==> src/common/pmic_cfg_pkg.sv <==
package pmic_cfg_pkg;
  localparam int ADDR_W = 8;
  localparam int DATA_W = 8;
  localparam logic [7:0] OFF_REG11_CTRL = 8'h30;
  localparam logic [7:0] OFF_HAPTIC = 8'h31;
  localparam logic [7:0] OFF_RAMP_A = 8'h32;
  localparam logic [7:0] OFF_RAMP_B = 8'h33;
  localparam logic [7:0] OFF_CONV_MAN = 8'h34;
  localparam logic [7:0] OFF_CONV_CFG = 8'h35;
  localparam logic [7:0] OFF_SUPPLY_WARN = 8'h36;
  localparam logic [7:0] OFF_RES_LO = 8'h37;
  localparam logic [7:0] OFF_RES_HI = 8'h38;
  localparam logic [7:0] RESET_VAL = 8'h00;
  localparam logic [7:0] RAMP_B_MASK = 8'h81;
  localparam logic [7:0] HAPTIC_MASK = 8'h3f;
  localparam logic [7:0] CONV_MAN_MASK = 8'h3f;
  localparam logic [5:0] HAPTIC_BRAKE = 6'h00;
  localparam int MAN_GO_BIT = 4;
  localparam int INTERVAL_BIT = 5;
  localparam logic [3:0] CH_MAX = 4'ha;
  localparam logic [3:0] CH_RSV0 = 4'h6;
  localparam logic [3:0] CH_RSV1 = 4'h7;
  localparam int RES_W = 10;
  localparam int CLK_MHZ = 250;
  localparam int ECO_PERIOD_US = 10000;
  localparam int FAST_PERIOD_US = 1000;
  localparam int ECO_CYCLES = ECO_PERIOD_US * CLK_MHZ;
  localparam int FAST_CYCLES = FAST_PERIOD_US * CLK_MHZ;

  typedef enum logic [1:0] {
    PIN_NONE = 2'b00,
    PIN_ONE = 2'b01,
    PIN_TWO = 2'b10,
    PIN_THIRTEEN = 2'b11
  } pin_src_e;

  typedef struct packed {
    logic seq_target;
    pin_src_e pin_voltage_src;
    logic voltage_choice;
    logic pulldown_off;
    pin_src_e pin_enable_src;
    logic on;
  } reg11_ctrl_s;

  typedef struct packed {
    logic in2_comparator_on;
    logic in3_current_src_on;
    logic in2_current_src_on;
    logic in1_current_src_on;
    logic in3_auto_measure_on;
    logic in2_auto_measure_on;
    logic in1_auto_measure_on;
    logic supply_auto_measure_on;
  } conv_cfg_s;

  typedef struct packed {
    logic [ADDR_W-1:0] addr;
    logic [DATA_W-1:0] wdata;
    logic wr;
    logic rd;
  } bus_req_s;
endpackage

==> src/rtl/pin_edge.sv <==
`timescale 1ns/1ns
module pin_edge (
  input wire logic core_clk_i,
  input wire logic rst_i,
  input wire logic [2:0] pins_i,
  input wire pmic_cfg_pkg::pin_src_e sel_i,
  output logic rise_o,
  output logic fall_o
);
  logic level;
  logic prev_q;
  always_comb
  begin
    case (sel_i)
      pmic_cfg_pkg::PIN_ONE: level = pins_i[0];
      pmic_cfg_pkg::PIN_TWO: level = pins_i[1];
      pmic_cfg_pkg::PIN_THIRTEEN: level = pins_i[2];
      default: level = 1'b0;
    endcase
  end
  // Track selected level, so a select change can read as an edge
  always_ff @(posedge core_clk_i)
  begin
    if (rst_i)
      prev_q <= 1'b0;
    else
      prev_q <= level;
  end
  assign rise_o = (sel_i != pmic_cfg_pkg::PIN_NONE) && level && !prev_q;
  assign fall_o = (sel_i != pmic_cfg_pkg::PIN_NONE) && !level && prev_q;
endmodule // pin_edge

==> src/rtl/regulator_and_adc_config_regs.sv <==
// Overview of operation
// - Bit7 sequencer target, bit0 regulator enable
// - Bits6:5 pick voltage-choice pin source
// - Pin rise selects A, fall selects B
// - Bit4 picks level A or B
// - Bit3 set removes disabled-state pull-down
// - Bits2:1 pick pin that toggles enable
// - Haptic code zero means braked off
// - Nonzero haptic code sets linear drive
// - First ramp register holds eight choices
// - Second ramp: bits 7,0; rest reserved
// - Interval bit: 10 ms or 1 ms
// - Start bit self-clears when conversion completes
// - Manual channel codes; reserved codes flagged
// - Bit7 enables input-2 comparator
// - Bits6:4 enable input current sources
// - Bits3:1 enable input auto measurements
// - Bit0 supply auto measure, else idle-gated
// - Eight-bit supply warning threshold
// - Result low bits 7:6, high byte next
`timescale 1ns/1ns
module regulator_and_adc_config_regs #(
  parameter int ECO_CYCLES = pmic_cfg_pkg::ECO_CYCLES,
  parameter int FAST_CYCLES = pmic_cfg_pkg::FAST_CYCLES
) (
  input wire logic core_clk_i,
  input wire logic rst_i,
  input wire logic [pmic_cfg_pkg::ADDR_W-1:0] addr_i,
  input wire logic [pmic_cfg_pkg::DATA_W-1:0] wdata_i,
  input wire logic wr_i,
  input wire logic rd_i,
  output logic [pmic_cfg_pkg::DATA_W-1:0] rdata_o,
  input wire logic [2:0] general_pins_i,
  input wire logic seq_enable_i,
  input wire logic seq_apply_i,
  input wire logic charger_or_motor_on_i,
  input wire logic conv_done_i,
  input wire logic [pmic_cfg_pkg::RES_W-1:0] conv_result_i,
  output logic reg11_on_o,
  output logic reg11_voltage_b_o,
  output logic reg11_pulldown_on_o,
  output logic [5:0] haptic_level_o,
  output logic haptic_brake_o,
  output logic [7:0] ramp_choice_a_o,
  output logic [1:0] ramp_choice_b_o,
  output logic conv_start_o,
  output logic [3:0] manual_channel_sel_o,
  output logic manual_channel_bad_o,
  output logic auto_seq_tick_o,
  output logic [7:0] conv_cfg_o,
  output logic supply_auto_active_o,
  output logic [7:0] supply_warn_level_o
);
  pmic_cfg_pkg::bus_req_s req;
  pmic_cfg_pkg::reg11_ctrl_s reg11_q;
  pmic_cfg_pkg::conv_cfg_s cfg_q;
  logic [7:0] haptic_q;
  logic [7:0] ramp_a_q;
  logic [7:0] ramp_b_q;
  logic [7:0] man_q;
  logic [7:0] warn_q;
  logic [pmic_cfg_pkg::RES_W-1:0] result_q;
  logic [7:0] rdata_d;
  logic en_rise;
  logic en_fall;
  logic v_rise;
  logic v_fall;
  logic [31:0] tick_cnt_q;
  logic [31:0] tick_limit;
  logic wr_r11;
  logic wr_man;

  assign req = '{addr: addr_i, wdata: wdata_i, wr: wr_i, rd: rd_i};
  assign wr_r11 = req.wr && (req.addr == pmic_cfg_pkg::OFF_REG11_CTRL);
  assign wr_man = req.wr && (req.addr == pmic_cfg_pkg::OFF_CONV_MAN);

  pin_edge u_enable_pin (
    .core_clk_i(core_clk_i),
    .rst_i(rst_i),
    .pins_i(general_pins_i),
    .sel_i(reg11_q.pin_enable_src),
    .rise_o(en_rise),
    .fall_o(en_fall)
  );

  pin_edge u_voltage_pin (
    .core_clk_i(core_clk_i),
    .rst_i(rst_i),
    .pins_i(general_pins_i),
    .sel_i(reg11_q.pin_voltage_src),
    .rise_o(v_rise),
    .fall_o(v_fall)
  );

  // Hardware pin events win over a same-cycle software write
  always_ff @(posedge core_clk_i)
  begin
    if (rst_i)
      reg11_q <= pmic_cfg_pkg::reg11_ctrl_s'(pmic_cfg_pkg::RESET_VAL);
    else
    begin
      if (wr_r11)
        reg11_q <= pmic_cfg_pkg::reg11_ctrl_s'(req.wdata);
      if (seq_apply_i)
        reg11_q.seq_target <= seq_enable_i;
      if (seq_apply_i && reg11_q.pin_enable_src == pmic_cfg_pkg::PIN_NONE)
        reg11_q.on <= seq_enable_i;
      if (en_rise)
        reg11_q.on <= 1'b1;
      else if (en_fall)
        reg11_q.on <= 1'b0;
      if (v_rise)
        reg11_q.voltage_choice <= 1'b0;
      else if (v_fall)
        reg11_q.voltage_choice <= 1'b1;
    end
  end

  // Reserved bits masked on the way in, so reads need no gating
  always_ff @(posedge core_clk_i)
  begin
    if (rst_i)
      haptic_q <= pmic_cfg_pkg::RESET_VAL;
    else if (req.wr && req.addr == pmic_cfg_pkg::OFF_HAPTIC)
      haptic_q <= req.wdata & pmic_cfg_pkg::HAPTIC_MASK;
  end

  always_ff @(posedge core_clk_i)
  begin
    if (rst_i)
      ramp_a_q <= pmic_cfg_pkg::RESET_VAL;
    else if (req.wr && req.addr == pmic_cfg_pkg::OFF_RAMP_A)
      ramp_a_q <= req.wdata;
  end

  always_ff @(posedge core_clk_i)
  begin
    if (rst_i)
      ramp_b_q <= pmic_cfg_pkg::RESET_VAL;
    else if (req.wr && req.addr == pmic_cfg_pkg::OFF_RAMP_B)
      ramp_b_q <= req.wdata & pmic_cfg_pkg::RAMP_B_MASK;
  end

  always_ff @(posedge core_clk_i)
  begin
    if (rst_i)
      cfg_q <= pmic_cfg_pkg::conv_cfg_s'(pmic_cfg_pkg::RESET_VAL);
    else if (req.wr && req.addr == pmic_cfg_pkg::OFF_CONV_CFG)
      cfg_q <= pmic_cfg_pkg::conv_cfg_s'(req.wdata);
  end

  always_ff @(posedge core_clk_i)
  begin
    if (rst_i)
      warn_q <= pmic_cfg_pkg::RESET_VAL;
    else if (req.wr && req.addr == pmic_cfg_pkg::OFF_SUPPLY_WARN)
      warn_q <= req.wdata;
  end

  // Completion beats a same-cycle rewrite of the start bit; other
  // fields still take the write
  always_ff @(posedge core_clk_i)
  begin
    if (rst_i)
      man_q <= pmic_cfg_pkg::RESET_VAL;
    else
    begin
      if (wr_man)
        man_q <= req.wdata & pmic_cfg_pkg::CONV_MAN_MASK;
      if (conv_done_i && man_q[pmic_cfg_pkg::MAN_GO_BIT])
        man_q[pmic_cfg_pkg::MAN_GO_BIT] <= 1'b0;
    end
  end

  // Result latched only for a conversion that software requested
  always_ff @(posedge core_clk_i)
  begin
    if (rst_i)
      result_q <= '0;
    else if (conv_done_i && man_q[pmic_cfg_pkg::MAN_GO_BIT])
      result_q <= conv_result_i;
  end

  assign tick_limit = man_q[pmic_cfg_pkg::INTERVAL_BIT] ?
    32'(FAST_CYCLES) : 32'(ECO_CYCLES);

  always_ff @(posedge core_clk_i)
  begin
    if (rst_i)
    begin
      tick_cnt_q <= '0;
      auto_seq_tick_o <= 1'b0;
    end
    else if (tick_cnt_q >= tick_limit - 32'd1)
    begin
      tick_cnt_q <= '0;
      auto_seq_tick_o <= 1'b1;
    end
    else
    begin
      tick_cnt_q <= tick_cnt_q + 32'd1;
      auto_seq_tick_o <= 1'b0;
    end
  end

  always_comb
  begin
    case (req.addr)
      pmic_cfg_pkg::OFF_REG11_CTRL: rdata_d = 8'(reg11_q);
      pmic_cfg_pkg::OFF_HAPTIC: rdata_d = haptic_q;
      pmic_cfg_pkg::OFF_RAMP_A: rdata_d = ramp_a_q;
      pmic_cfg_pkg::OFF_RAMP_B: rdata_d = ramp_b_q;
      pmic_cfg_pkg::OFF_CONV_MAN: rdata_d = man_q;
      pmic_cfg_pkg::OFF_CONV_CFG: rdata_d = 8'(cfg_q);
      pmic_cfg_pkg::OFF_SUPPLY_WARN: rdata_d = warn_q;
      pmic_cfg_pkg::OFF_RES_LO: rdata_d = {result_q[1:0], 6'h00};
      pmic_cfg_pkg::OFF_RES_HI: rdata_d = result_q[9:2];
      default: rdata_d = 8'h00;
    endcase
  end

  // Read data valid only in the cycle after the strobe
  always_ff @(posedge core_clk_i)
  begin
    if (rst_i)
      rdata_o <= 8'h00;
    else if (req.rd)
      rdata_o <= rdata_d;
    else
      rdata_o <= 8'h00;
  end

  // Outputs lag register state by one cycle; all straight from flops
  always_ff @(posedge core_clk_i)
  begin
    if (rst_i)
      reg11_on_o <= 1'b0;
    else
      reg11_on_o <= reg11_q.on;
  end

  always_ff @(posedge core_clk_i)
  begin
    if (rst_i)
      reg11_voltage_b_o <= 1'b0;
    else
      reg11_voltage_b_o <= reg11_q.voltage_choice;
  end

  // Pull-down only ever acts while the regulator is off
  always_ff @(posedge core_clk_i)
  begin
    if (rst_i)
      reg11_pulldown_on_o <= 1'b1;
    else
      reg11_pulldown_on_o <= !reg11_q.on && !reg11_q.pulldown_off;
  end

  always_ff @(posedge core_clk_i)
  begin
    if (rst_i)
      haptic_level_o <= '0;
    else
      haptic_level_o <= haptic_q[5:0];
  end

  always_ff @(posedge core_clk_i)
  begin
    if (rst_i)
      haptic_brake_o <= 1'b1;
    else
      haptic_brake_o <= haptic_q[5:0] == pmic_cfg_pkg::HAPTIC_BRAKE;
  end

  always_ff @(posedge core_clk_i)
  begin
    if (rst_i)
      ramp_choice_a_o <= '0;
    else
      ramp_choice_a_o <= ramp_a_q;
  end

  always_ff @(posedge core_clk_i)
  begin
    if (rst_i)
      ramp_choice_b_o <= '0;
    else
      ramp_choice_b_o <= {ramp_b_q[7], ramp_b_q[0]};
  end

  always_ff @(posedge core_clk_i)
  begin
    if (rst_i)
      conv_start_o <= 1'b0;
    else
      conv_start_o <= man_q[pmic_cfg_pkg::MAN_GO_BIT];
  end

  always_ff @(posedge core_clk_i)
  begin
    if (rst_i)
      manual_channel_sel_o <= '0;
    else
      manual_channel_sel_o <= man_q[3:0];
  end

  always_ff @(posedge core_clk_i)
  begin
    if (rst_i)
      manual_channel_bad_o <= 1'b0;
    else
      manual_channel_bad_o <= (man_q[3:0] > pmic_cfg_pkg::CH_MAX) ||
        (man_q[3:0] == pmic_cfg_pkg::CH_RSV0) ||
        (man_q[3:0] == pmic_cfg_pkg::CH_RSV1);
  end

  always_ff @(posedge core_clk_i)
  begin
    if (rst_i)
      conv_cfg_o <= '0;
    else
      conv_cfg_o <= 8'(cfg_q);
  end

  always_ff @(posedge core_clk_i)
  begin
    if (rst_i)
      supply_auto_active_o <= 1'b0;
    else
      supply_auto_active_o <= cfg_q.supply_auto_measure_on ||
        charger_or_motor_on_i;
  end

  always_ff @(posedge core_clk_i)
  begin
    if (rst_i)
      supply_warn_level_o <= '0;
    else
      supply_warn_level_o <= warn_q;
  end
endmodule // regulator_and_adc_config_regs

==> config.mk <==
export PLATFORM = sky130hd
export DESIGN_NAME = regulator_and_adc_config_regs
export DESIGN_NICKNAME = d
export VERILOG_FILES = /design/src/common/pmic_cfg_pkg.sv /design/src/rtl/pin_edge.sv /design/src/rtl/regulator_and_adc_config_regs.sv
export SDC_FILE = /design/constraint.sdc
export NUM_CORES = 1
export LEC_CHECK = 0
export ABC_AREA = 1
export ABC_CLOCK_PERIOD_IN_PS = 4059
export BUFFER_PORTS_ARGS = -buffer_cell sky130_fd_sc_hd__buf_2
export CAP_MARGIN = 5
export CORE_MARGIN = 2
export CORE_UTILIZATION = 50
export CTS_BUF_LIST = sky130_fd_sc_hd__clkbuf_16
export DETAILED_ROUTE_END_ITERATION = 10
export HOLD_SLACK_MARGIN = 0.15
export PLACE_DENSITY = 0.72
export SLEW_MARGIN = 20
export SYNTH_ARGS = -nofsm -noshare
export SYNTH_HDL_FRONTEND = slang
export SYNTH_HIERARCHICAL = 1
export SYNTH_SLANG_ARGS = --single-unit
==> constraint.sdc <==
create_clock -name core_clk_i -period 4.06 [get_ports core_clk_i]
set_input_delay 0.406 -clock core_clk_i [delete_from_list [all_inputs] [get_ports core_clk_i]]
set_output_delay 0.406 -clock core_clk_i [all_outputs]
set_load 0.005 [all_outputs]
[Yosys cells after proc, flatten, opt, wreduce, memory -nomap -nowiden]
Index checks and enable logic that the tools add are counted.
Operators by class
  reduce and logical (&&, ||, !) cells: 38
  order comparisons: 2
  eq/ne operators: 17
  $add $sub $neg: 2
  bitwise operators: 1
  mux-type cells: 11
Operator list (number)
  8-bit by 6-bit equality test with 1-bit output (second input constant): 9
  8-bit case mux with 9 select lines: 1
  32-bit by 1-bit adder with 32-bit output (second input constant): 1
  32-bit greater-or-equal comparator: 1
  22-bit by 1-bit subtractor with 23-bit output (second input constant): 1
  22-bit 2-to-1 mux: 1
  1-bit logical AND: 18
  2-bit equality test (second input constant): 4
  4-bit by 3-bit equality test with 1-bit output (second input constant): 2
  8-bit 2-to-1 mux: 1
  2-bit nonzero test: 4
  2-bit OR reduction: 4
  1-bit logical NOT: 6
  6-bit logical NOT: 1
  1-bit 2-to-1 mux: 6
  1-bit case mux with 3 select lines: 2
  2-bit by 1-bit equality test with 1-bit output (second input constant): 2
  4-bit greater-than comparator (second input constant): 1
  4-bit nonzero test: 1
  1-bit logical OR: 3
  2-bit logical NOT: 1
  1-bit inverter: 1
Word-level totals
  logic and storage cells: 110
  bits in registers: 142
  input port bits: 37
  output and inout bits: 52

[Logic depth before layout (Yosys ltp)]
Gate-level depths: netlist of the first run.
  depth after elaboration: 7
  gate-level depth with buffers: 12
  depth with buffers taken out: 11

[Cells and area by module]
The synthesis of the first run kept the hierarchy.
By module, submodules not included
  regulator_and_adc_config_regs: area each 5524.0 µm², cells each 707, times used 1, sequential area each 2802.7 µm²
  pin_edge: area each 87.6 µm², cells each 17, times used 2, sequential area each 20.0 µm²

[Least setup slack after synthesis of the first run]
No wires, ideal clock.
  path kind: register -> register
  start: register man_q[5]
  end: register tick_cnt_q[12]
  cell stages (with the launch flop): 13
  required time: 3.944 ns
  buffers on the path: 1
  clock period less this slack: 1.720 ns
  library setup time: 0.116 ns
  data arrival time: 1.605 ns
  slack: 2.340 ns
  path through: dfxtp_1 inv_1 ha_1 nand2_1 nor2_1 inv_1 nor2_1 nand2_1 nand2_1 nand2_1 nand3_2 buf_4 nor2_1
On the way
  longest elaborated chain between the ends: 4
RTL lines
  from (decl): RTL line regulator_and_adc_config_regs.sv:60  | logic [7:0] man_q;
  from (signal assigned): RTL line regulator_and_adc_config_regs.sv:165  | man_q <= pmic_cfg_pkg::RESET_VAL;
  from (signal assigned): RTL line regulator_and_adc_config_regs.sv:169  | man_q <= req.wdata & pmic_cfg_pkg::CONV_MAN_MASK;
  22-bit 2-to-1 mux: RTL line regulator_and_adc_config_regs.sv:184  | assign tick_limit = man_q[pmic_cfg_pkg::INTERVAL_BIT] ?
  22-bit by 1-bit subtractor with 23-bit output: RTL line regulator_and_adc_config_regs.sv:194  | else if (tick_cnt_q >= tick_limit - 32'd1)
  32-bit greater-or-equal comparator: RTL line regulator_and_adc_config_regs.sv:194
  2-bit OR reduction (no source line)
  to (signal assigned): RTL line regulator_and_adc_config_regs.sv:201  | tick_cnt_q <= tick_cnt_q + 32'd1;
  to (decl): RTL line regulator_and_adc_config_regs.sv:68  | logic [31:0] tick_cnt_q;
No other way between the ends.
A chain may end at the register's enable or synchronous reset.

[Worst setup path in the final report of the first run]
  start: register man_q[5]
  end: register tick_cnt_q[13]
Same word-level chain as after synthesis.

==> results of run 1 <==
[metrics by stage]
stage                     instances  power (mW)  hold slack (ps)   util  setup WS (ps)
after global placement          957        1.53              424  0.567           1930
after global routing            986        3.04              215  0.617           1550
final                           986        2.95              200  0.617           1750
after floorplan                 749        1.48              411      -           2340
after detailed placement        957        1.53              451  0.567           1720
after CTS                       986        2.97              188  0.617           1720
[layout make-up]
cell class	instances	share of cell area
clock buffers	17	0.0627
clock inverters	12	0.0185
inverters	95	0.0526
multi-input cells	490	0.354
flip-flops and latches	142	0.419
well taps	140	0.0258
repair buffers	90	0.0672
[worst max-delay path, stage by stage, from the launching register on]
cell and delay, ps:
dfxtp_1 460, inv_1 180, ha_1 350, nand2_1 100, inv_1 40, nand2_1 60, nand2_1 50, a21oi_1 120
nand2_1 60, nand2_1 90, nand3_2 390, nor3_1 310
[synth_stat cells, drive strengths merged]
| library cell | instances |
|---|---|
| ha | 11 |
| nor2 | 144 |
| buf | 11 |
| dfxtp | 142 |
| o21ai | 64 |
| nor4 | 1 |
| nand3 | 29 |
| o22ai | 10 |
| nand2 | 108 |
| nor3 | 19 |
| a211oi | 1 |
| o211ai | 2 |
| xnor2 | 4 |
| inv | 95 |
| or2 | 4 |
| clkbuf | 11 |
| nand4 | 8 |
| o31ai | 1 |
| conb | 1 |
| xor2 | 7 |
| a21oi | 68 |
[state kept, by name (all words and copies together), names as in the netlist, 8 cells and up]
name and cells:
rdata_o 8, result_q 10, reg11_q 8, supply_warn_level_o 8
ramp_choice_a_o 8, tick_cnt_q 32, warn_q 8, ramp_a_q 8
conv_cfg_o 8, cfg_q 8
[worst paths after layout]
check | endpoint | slack (ps)
max | tick_cnt_q[13] | 1750
min | supply_auto_active_o | 200
max reg2reg | tick_cnt_q[13] | 1750
min reg2reg | supply_warn_level_o[7] | 460
[where the power goes]
| group | internal [mW] | leakage [nW] | total, mW | switching, mW |
|---|---|---|---|---|
| Combinational | 0.0293 | 1.37 | 0.0926 | 0.0633 |
| Clock | 0.888 | 0.263 | 1.45 | 0.566 |
| Sequential | 1.40 | 1.15 | 1.41 | 0.00283 |
[layer usage]
layer | vias to the layer above | wire (um)
met5 | - | 0
met2 | 179 | 7010
li1 | 2549 | -
met1 | 2381 | 5820
met4 | 0 | 238
met3 | 25 | 858
[cells by family (layout without fill, tap and decap cells)]
group | after synthesis | after routing | synth area share
other | 1 | 9 | 0.000658
XOR/XNOR | 11 | 11 | 0.0169
buffers and inverters | 117 | 214 | 0.0854
AO/OA/AOI/OAI | 146 | 146 | 0.134
adder cells (fa/ha/maj) | 11 | 11 | 0.0241
flip-flops | 142 | 142 | 0.499
AND/OR/NAND/NOR | 313 | 313 | 0.240
==> flow_metrics.env, run 1 <==
export IMPL_ctsResizeCount=0
export IMPL_drt_wl_total_um=13900
export IMPL_drc=0
export IMPL_finalSetupViolCount=0
export IMPL_ir_drop_uv=309
export IMPL_busiest_layer="met2"
export IMPL_nets=884
export IMPL_synth_seq_cells=142
export IMPL_p_leak_nw=2.78
export IMPL_fmax_mhz=432
export IMPL_area_growth_pct=19.0
export IMPL_reg2reg_from="man_q[5]"
export IMPL_h_tree_depth=4
export IMPL_r2r_cells=11
export IMPL_max_cap_violations=0
export IMPL_multi_input_area_sq_um=2400
export IMPL_power_density_nw_per_um2=435
export IMPL_gr_usage_met1=0.256
export IMPL_critPathLaunch="man_q[5]"
export IMPL_final_area_sq_um=6780
export IMPL_cts_tree="built"
export IMPL_start_util=0.519
export IMPL_hold_path_depth=3
export IMPL_grt_pass1_vias=4854
export IMPL_clk_latency_ps=410
export IMPL_clkTransAtPathRegs_ps=60
export IMPL_fin_skew_ps=6.54
export IMPL_hold_violations=0
export IMPL_io_pins=89
export IMPL_critPathArrivalTime_ps=2630
export IMPL_worstMarginPinSlew_ps=705
export IMPL_root_buffer="clkbuf_16"
export IMPL_clock_sinks=142
export IMPL_cts_hold_buf=0
export IMPL_met2_usage=0.404
export IMPL_grt_pass1_wl_um=22500
export IMPL_crit_path_max_fanout=23
export IMPL_die_width_um=111
export IMPL_grt_max_degree=58
export IMPL_layout_common_cells="142 x dfxtp_1, 139 x nor2_1, 100 x nand2_1, 91 x inv_1, 88 x buf_2"
export IMPL_ys_types=34
export IMPL_drt_iter0_drc=480
export IMPL_crit_required_ps=4370
export IMPL_synth_cells=741
export IMPL_fillCellCount=951
export IMPL_dr_total_vias=5134
export IMPL_synth_top_area_cell="dfxtp_1"
export IMPL_postRouteAntennaNets=0
export IMPL_cp_end_kind="flop"
export IMPL_first_pass_iters=5
export IMPL_num_rows=38
export IMPL_ys_seq_area_frac=0.499
export IMPL_die_y_um=111
export IMPL_syn_area_sq_um=5700
export IMPL_layout_area_seq_sq_um=2840
export IMPL_antenna_found_initial=0
export IMPL_postCtsSetupRepairBufs=0
export IMPL_vias_per_cell=5.21
export IMPL_yosysWarnings=6
export IMPL_track_usage=0.228
export IMPL_io_buffer_count=88
export IMPL_synth_avg_cell_area_sq_um=7.69
export IMPL_maxSlewViolCount=0
export IMPL_worstSetupPathType="flop to flop"
export IMPL_place_congestion=0.926
export IMPL_yosysTopAreaCellShare=0.499
export IMPL_fin_tns_setup_ps=0
export IMPL_grt_overflow_total=0
export IMPL_cp_start_kind="flop"
export IMPL_relSlewSlack=0.529
export IMPL_layout_commonest_cell="dfxtp_1"
export IMPL_synth_area_leaders="dfxtp_1 50%, nor2_1 9.2%, nand2_1 6.6%"
export IMPL_cts_path_max_buffers=2
export IMPL_core_area_sq_um=11000
export IMPL_gr_usage_met3=0.0634
export IMPL_status="finished clean"
export IMPL_hold_path_class="input port to flop"
export IMPL_wl_per_cell_um=14.1
export IMPL_dpl_cell_area_sq_um=6230
export IMPL_rsz0062_at_grt="false"
export IMPL_min_period_ps=2310
export IMPL_finalCritPeriodShare=0.570
export IMPL_cts_buffers=17
export IMPL_worstHoldStart="charger_or_motor_on_i"
export IMPL_die_area_sq_um=12300
export IMPL_n_antenna_cell=0
export IMPL_drive_gt1_frac=0.174
export IMPL_dp_hpwl_um=9800
(Power assumes the default switching activity.)
==> run 2: changes to the inputs <==
--- a/config.mk
+++ b/config.mk
@@ -6,7 +6,7 @@
 export NUM_CORES = 1
 export LEC_CHECK = 0
 export ABC_AREA = 1
-export ABC_CLOCK_PERIOD_IN_PS = 4059
+export ABC_CLOCK_PERIOD_IN_PS = 2100
 export BUFFER_PORTS_ARGS = -buffer_cell sky130_fd_sc_hd__buf_2
 export CAP_MARGIN = 5
 export CORE_MARGIN = 2
@@ -14,7 +14,7 @@
 export CTS_BUF_LIST = sky130_fd_sc_hd__clkbuf_16
 export DETAILED_ROUTE_END_ITERATION = 10
 export HOLD_SLACK_MARGIN = 0.15
-export PLACE_DENSITY = 0.72
+export PLACE_DENSITY = 0.74
 export SLEW_MARGIN = 20
 export SYNTH_ARGS = -nofsm -noshare
 export SYNTH_HDL_FRONTEND = slang
==> constraint.sdc (replaced) <==
create_clock -name core_clk_i -period 2.1 [get_ports core_clk_i]
set_input_delay 0.21 -clock core_clk_i [delete_from_list [all_inputs] [get_ports core_clk_i]]
set_output_delay 0.21 -clock core_clk_i [all_outputs]
set_load 0.005 [all_outputs]
==> flow_metrics.env, run 2 (synthesized netlist as in run 1, its figures left out) <==
export IMPL_critPathArrivalTime_ps=2160
export IMPL_track_usage=0.232
export IMPL_path_cells="inv_1 > ha_1 > nand2_1 > inv_1 > nand2_1 > nand2_1 > a21oi_1 > nand2_1 > nand2_1 > nand3_4 > nor3_1"
export IMPL_max_stage_delay_ps=330
export IMPL_clkPwrFrac=0.498
export IMPL_vias_per_cell=5.06
export IMPL_p_comb_frac=0.035
export IMPL_h_tree_depth=4
export IMPL_layout_common_cells="142 x dfxtp_1, 139 x nor2_1, 100 x nand2_1, 90 x inv_1, 88 x buf_2"
export IMPL_cp_start_kind="flop"
export IMPL_num_rows=38
export IMPL_intPower_mw=4.53
export IMPL_cpMostUsedCell="nand2_1"
export IMPL_min_period_ps=1820
export IMPL_layout_commonest_cell="dfxtp_1"
export IMPL_drive_gt1_frac=0.178
export IMPL_clk_latency_ps=420
export IMPL_fin_tns_setup_ps=0
export IMPL_die_area_sq_um=12300
export IMPL_place_congestion=0.864
export IMPL_drt_wl_total_um=13800
export IMPL_cp_end_kind="flop"
export IMPL_area_growth_pct=22.5
export IMPL_postCtsSetupRepairBufs=0
export IMPL_cts_tree="built"
export IMPL_ir_drop_uv=713
export IMPL_drc=0
export IMPL_max_cap_violations=0
export IMPL_io_pins=89
export IMPL_hold_violations=0
export IMPL_nets=901
export IMPL_power_density_nw_per_um2=834
export IMPL_rsz0062_at_grt="false"
export IMPL_grt_overflow_total=0
export IMPL_antenna_found_initial=0
export IMPL_worstSetupPathType="flop to flop"
export IMPL_worstMarginPinSlew_ps=519
export IMPL_largest_reg_flops=32
export IMPL_crit_path_max_fanout=23
export IMPL_cp_num_buf_inv=2
export IMPL_crit_family="simple AND/OR/NAND/NOR gates"
export IMPL_fin_skew_ps=7.96
export IMPL_n_antenna_cell=0
export IMPL_grt_pass1_wl_um=23200
export IMPL_cts_buffers=17
export IMPL_timing_final_ws_setup_ps=279
export IMPL_root_buffer="clkbuf_16"
export IMPL_largest_register="tick_cnt_q"
export IMPL_rrSetupSlack_ps=280
export IMPL_start_util=0.519
export IMPL_reg_top3="tick_cnt_q x32, result_q x10"
export IMPL_dp_hpwl_um=9890
export IMPL_status="finished clean"
export IMPL_wl_per_cell_um=13.8
export IMPL_cts_path_max_buffers=2
export IMPL_clkTransAtPathRegs_ps=60
export IMPL_finalSetupViolCount=0
export IMPL_crit_required_ps=2430
export IMPL_finalCritPeriodShare=0.867
export IMPL_dr_total_vias=5084
export IMPL_io_buffer_count=88
export IMPL_gr_usage_met3=0.0558
export IMPL_relSlewSlack=0.653
export IMPL_p_leak_nw=2.87
export IMPL_switching_share=0.222
export IMPL_die_y_um=111
export IMPL_place_ws_ps=98.5
export IMPL_gr_usage_met1=0.269
export IMPL_maxSlewViolCount=0
export IMPL_first_pass_iters=5
export IMPL_drt_iter0_drc=372
export IMPL_die_width_um=111
export IMPL_grt_max_degree=59
export IMPL_fmax_mhz=549
export IMPL_p_seq_frac=0.467
export IMPL_slowest_stage="dfxtp_1"
export IMPL_clock_sinks=142
export IMPL_postRouteAntennaNets=0
export IMPL_core_area_sq_um=11000
export IMPL_met2_usage=0.406
export IMPL_busiest_layer="met2"
export IMPL_hold_path_class="input port to flop"
export IMPL_p_sw_mw=1.29
export IMPL_grt_pass1_vias=4981
[run 2: cell count changes in the layout (fill, tap and decap cells not counted), moves of 2 or more]
cell | before | now
buf_4 | 2 | 4
clkinv_2 | 1 | 4
clkinv_4 | 2 | 0
dlygate4sd3_1 | 0 | 14
inv_6 | 1 | 4
[run 2: cell type report]
class | count | area, sq um
Fill cell | 947 | 4000
Sequential cell | 142 | 2840
Multi-Input combinational cell | 490 | 2410
Timing Repair Buffer | 107 | 631
Clock buffer | 17 | 425
Inverter | 95 | 357
Tap cell | 140 | 175
Clock inverter | 14 | 141
[run 2: what timing repair did]
| item | in CTS | in global routing |
|---|---|---|
| endpoints found under the setup margin | 0 | 21 |
| hold buffers | 14 | 0 |
| resized for setup | 0 | 1 |
| endpoints found under the hold margin | 16 | 0 |
[run 2: final timing paths]
check | start | endpoint | cells after the start
setup / recovery | man_q[5] | tick_cnt_q[2] | 11
hold / removal | seq_apply_i | reg11_q[7] | 5
setup reg to reg | man_q[5] | tick_cnt_q[2] | 11
hold reg to reg | tick_cnt_q[0] | tick_cnt_q[0] | 1
[run 2: power groups by stage]
stage	Clock (mW)	Combinational, mW	Sequential, mW
after floorplan	0	0.0896	2.78
after global placement	0	0.177	2.78
after detailed placement	0	0.181	2.78
after CTS	2.93	0.201	2.72
after global routing	3.04	0.228	2.72
final	2.90	0.205	2.72
[run 2: worst min-delay path, delay by kind of cell]
kind	cells	cell delay (ps)
compound gates	2	130
buf+inv	2	160
simple gates	1	50
[run 2: per-layer routing]
layer	wire [um]	vias up
li1	-	2593
met1	5760	2265
met4	460	0
met5	0	-
met2	6830	185
met3	778	41
[run 2: stage by stage]
step                cell area, sq um  instances  hold WS, ps  power, mW   util
global route                    6980       1005          173       5.98  0.635
CTS                             6970       1005          151       5.85  0.635
finish                          6980       1005          160       5.82  0.635
detailed placement              6260        960          436       2.96  0.570
floorplan                       5730        749          282       2.87      -
global placement                6260        960          420       2.95  0.570
==> run 3: changes to the inputs <==
--- a/config.mk
+++ b/config.mk
@@ -14,7 +14,7 @@
 export CTS_BUF_LIST = sky130_fd_sc_hd__clkbuf_16
 export DETAILED_ROUTE_END_ITERATION = 10
 export HOLD_SLACK_MARGIN = 0.15
-export PLACE_DENSITY = 0.74
+export PLACE_DENSITY_LB_ADDON = 0.1
 export SLEW_MARGIN = 20
 export SYNTH_ARGS = -nofsm -noshare
 export SYNTH_HDL_FRONTEND = slang
==> flow_metrics.env, run 3 (synthesized netlist as in run 1, its figures left out) <==
export IMPL_p_sw_mw=1.28
export IMPL_p_seq_frac=0.459
export IMPL_largest_reg_flops=32
export IMPL_critPathArrivalTime_ps=2180
export IMPL_min_period_ps=1840
export IMPL_die_y_um=111
export IMPL_clkPwrFrac=0.507
export IMPL_layout_commonest_cell="dfxtp_1"
export IMPL_fin_skew_ps=7.00
export IMPL_hold_ws_ps=174
export IMPL_drt_wl_total_um=13700
export IMPL_hold_path_depth=3
export IMPL_num_rows=38
export IMPL_status="finished clean"
export IMPL_intPower_mw=4.65
export IMPL_largest_register="tick_cnt_q"
export IMPL_core_area_sq_um=11000
export IMPL_die_area_sq_um=12300
export IMPL_rsz0062_at_grt="false"
export IMPL_clkTransAtPathRegs_ps=60
export IMPL_cp_start_kind="flop"
export IMPL_place_congestion=0.865
export IMPL_worstSetupPathType="flop to flop"
export IMPL_hold_path_class="input port to flop"
export IMPL_clk_latency_ps=420
export IMPL_p_comb_frac=0.034
export IMPL_clock_sinks=142
export IMPL_h_tree_depth=4
export IMPL_nets=902
export IMPL_power_density_nw_per_um2=846
export IMPL_rrSetupSlack_ps=260
export IMPL_root_buffer="clkbuf_16"
export IMPL_drc=0
export IMPL_grt_pass1_vias=4820
export IMPL_vias_per_cell=5.04
export IMPL_start_util=0.519
export IMPL_grt_max_degree=46
export IMPL_r2r_cells=7
export IMPL_postRouteAntennaNets=0
export IMPL_dp_hpwl_um=10000
export IMPL_io_pins=89
export IMPL_track_usage=0.228
export IMPL_reg2reg_to="tick_cnt_q[2]"
export IMPL_grt_overflow_total=0
export IMPL_dr_total_vias=5073
export IMPL_switching_share=0.215
export IMPL_antenna_found_initial=0
export IMPL_first_pass_iters=5
export IMPL_hold_end="haptic_q[4]"
export IMPL_worstHoldStart="wdata_i[4]"
export IMPL_finalSetupViolCount=0
export IMPL_io_buffer_count=88
export IMPL_hold_violations=0
export IMPL_wl_per_cell_um=13.7
export IMPL_crit_required_ps=2430
export IMPL_fin_tns_setup_ps=0
export IMPL_cp_end_kind="flop"
export IMPL_reg2reg_from="man_q[5]"
export IMPL_place_inst=961
export IMPL_cts_buffers=17
export IMPL_maxSlewViolCount=0
export IMPL_fmax_mhz=543
export IMPL_cts_path_max_buffers=2
export IMPL_drive_gt1_frac=0.179
export IMPL_crit_path_max_fanout=23
export IMPL_fin_cells=1007
export IMPL_cts_tree="built"
export IMPL_p_leak_nw=2.88
export IMPL_layout_common_cells="142 x dfxtp_1, 139 x nor2_1, 100 x nand2_1, 90 x inv_1, 88 x buf_2"
export IMPL_grt_pass1_wl_um=22600
export IMPL_ir_drop_uv=682
export IMPL_fillCellCount=973
export IMPL_area_growth_pct=22.9
export IMPL_reg_top3="tick_cnt_q x32, result_q x10"
export IMPL_drt_iter0_drc=347
export IMPL_finalCritPeriodShare=0.878
export IMPL_die_width_um=111
export IMPL_max_cap_violations=0
export IMPL_n_antenna_cell=0
## run 3: power groups by stage
stage	Clock, mW	Combinational [mW]	Sequential, mW
after floorplan	0	0.0896	2.78
after global placement	0	0.177	2.78
after detailed placement	0	0.179	2.78
after CTS	3.02	0.199	2.72
after global routing	3.15	0.225	2.72
final	3.00	0.201	2.72
## run 3: per-layer routing
| metal | vias up | share of wire | wire [um] | track usage |
|---|---|---|---|---|
| li1 | 2589 | - | - | - |
| met1 | 2312 | 0.44 | 6120 | 0.282 |
| met2 | 144 | 0.48 | 6590 | 0.375 |
| met3 | 28 | 0.051 | 708 | 0.0601 |
| met4 | 0 | 0.025 | 337 | 0.0983 |
| met5 | - | 0 | 0 | 0 |
## run 3: cell type report
class / count / area, sq um / area share
clock buffer: 17 / 425 / 0.0607
timing repair buffer: 108 / 626 / 0.0893
sequential: 142 / 2840 / 0.406
clock inverter: 15 / 170 / 0.0243
inverter: 95 / 357 / 0.0509
tap: 140 / 175 / 0.0250
multi-input combinational: 490 / 2410 / 0.344
## run 3: worst max path at each step
stage | to | from | slack [ps]
after global placement | tick_cnt_q[2] | man_q[5] | 170
final | tick_cnt_q[2] | man_q[5] | 260
after CTS | tick_cnt_q[2] | man_q[5] | 70
after detailed placement | tick_cnt_q[2] | man_q[5] | 90
after global routing | tick_cnt_q[2] | man_q[5] | 100
after floorplan | tick_cnt_q[12] | man_q[5] | 380
## run 3: stage by stage
stage | power, mW | cell area, sq um | utilization | setup WS [ps]
5_1_grt | 6.10 | 7000 | 0.638 | 104
4_1_cts | 5.94 | 6990 | 0.636 | 65.3
3_5_place_dp | 2.96 | 6260 | 0.570 | 85.7
2_1_floorplan | 2.87 | 5730 | - | 380
6_report | 5.92 | 7000 | 0.638 | 257
3_3_place_gp | 2.95 | 6260 | 0.570 | 171
## run 3: what timing repair did
item                                   4_1_cts  5_1_grt
hold buffers                                13        1
setup buffers                                0        0
gates resized for setup                      0        1
endpoints found under the hold margin       15        1
setup endpoints to repair                    0       15
## run 3: worst max-delay path: stages (launching register included)
cell     delay [ps]
dfxtp_1         310
buf_4           150
ha_1            300
nand4_1         130
nand2_1          70
a21oi_1         280
nand3_4         290
nor3_1          210
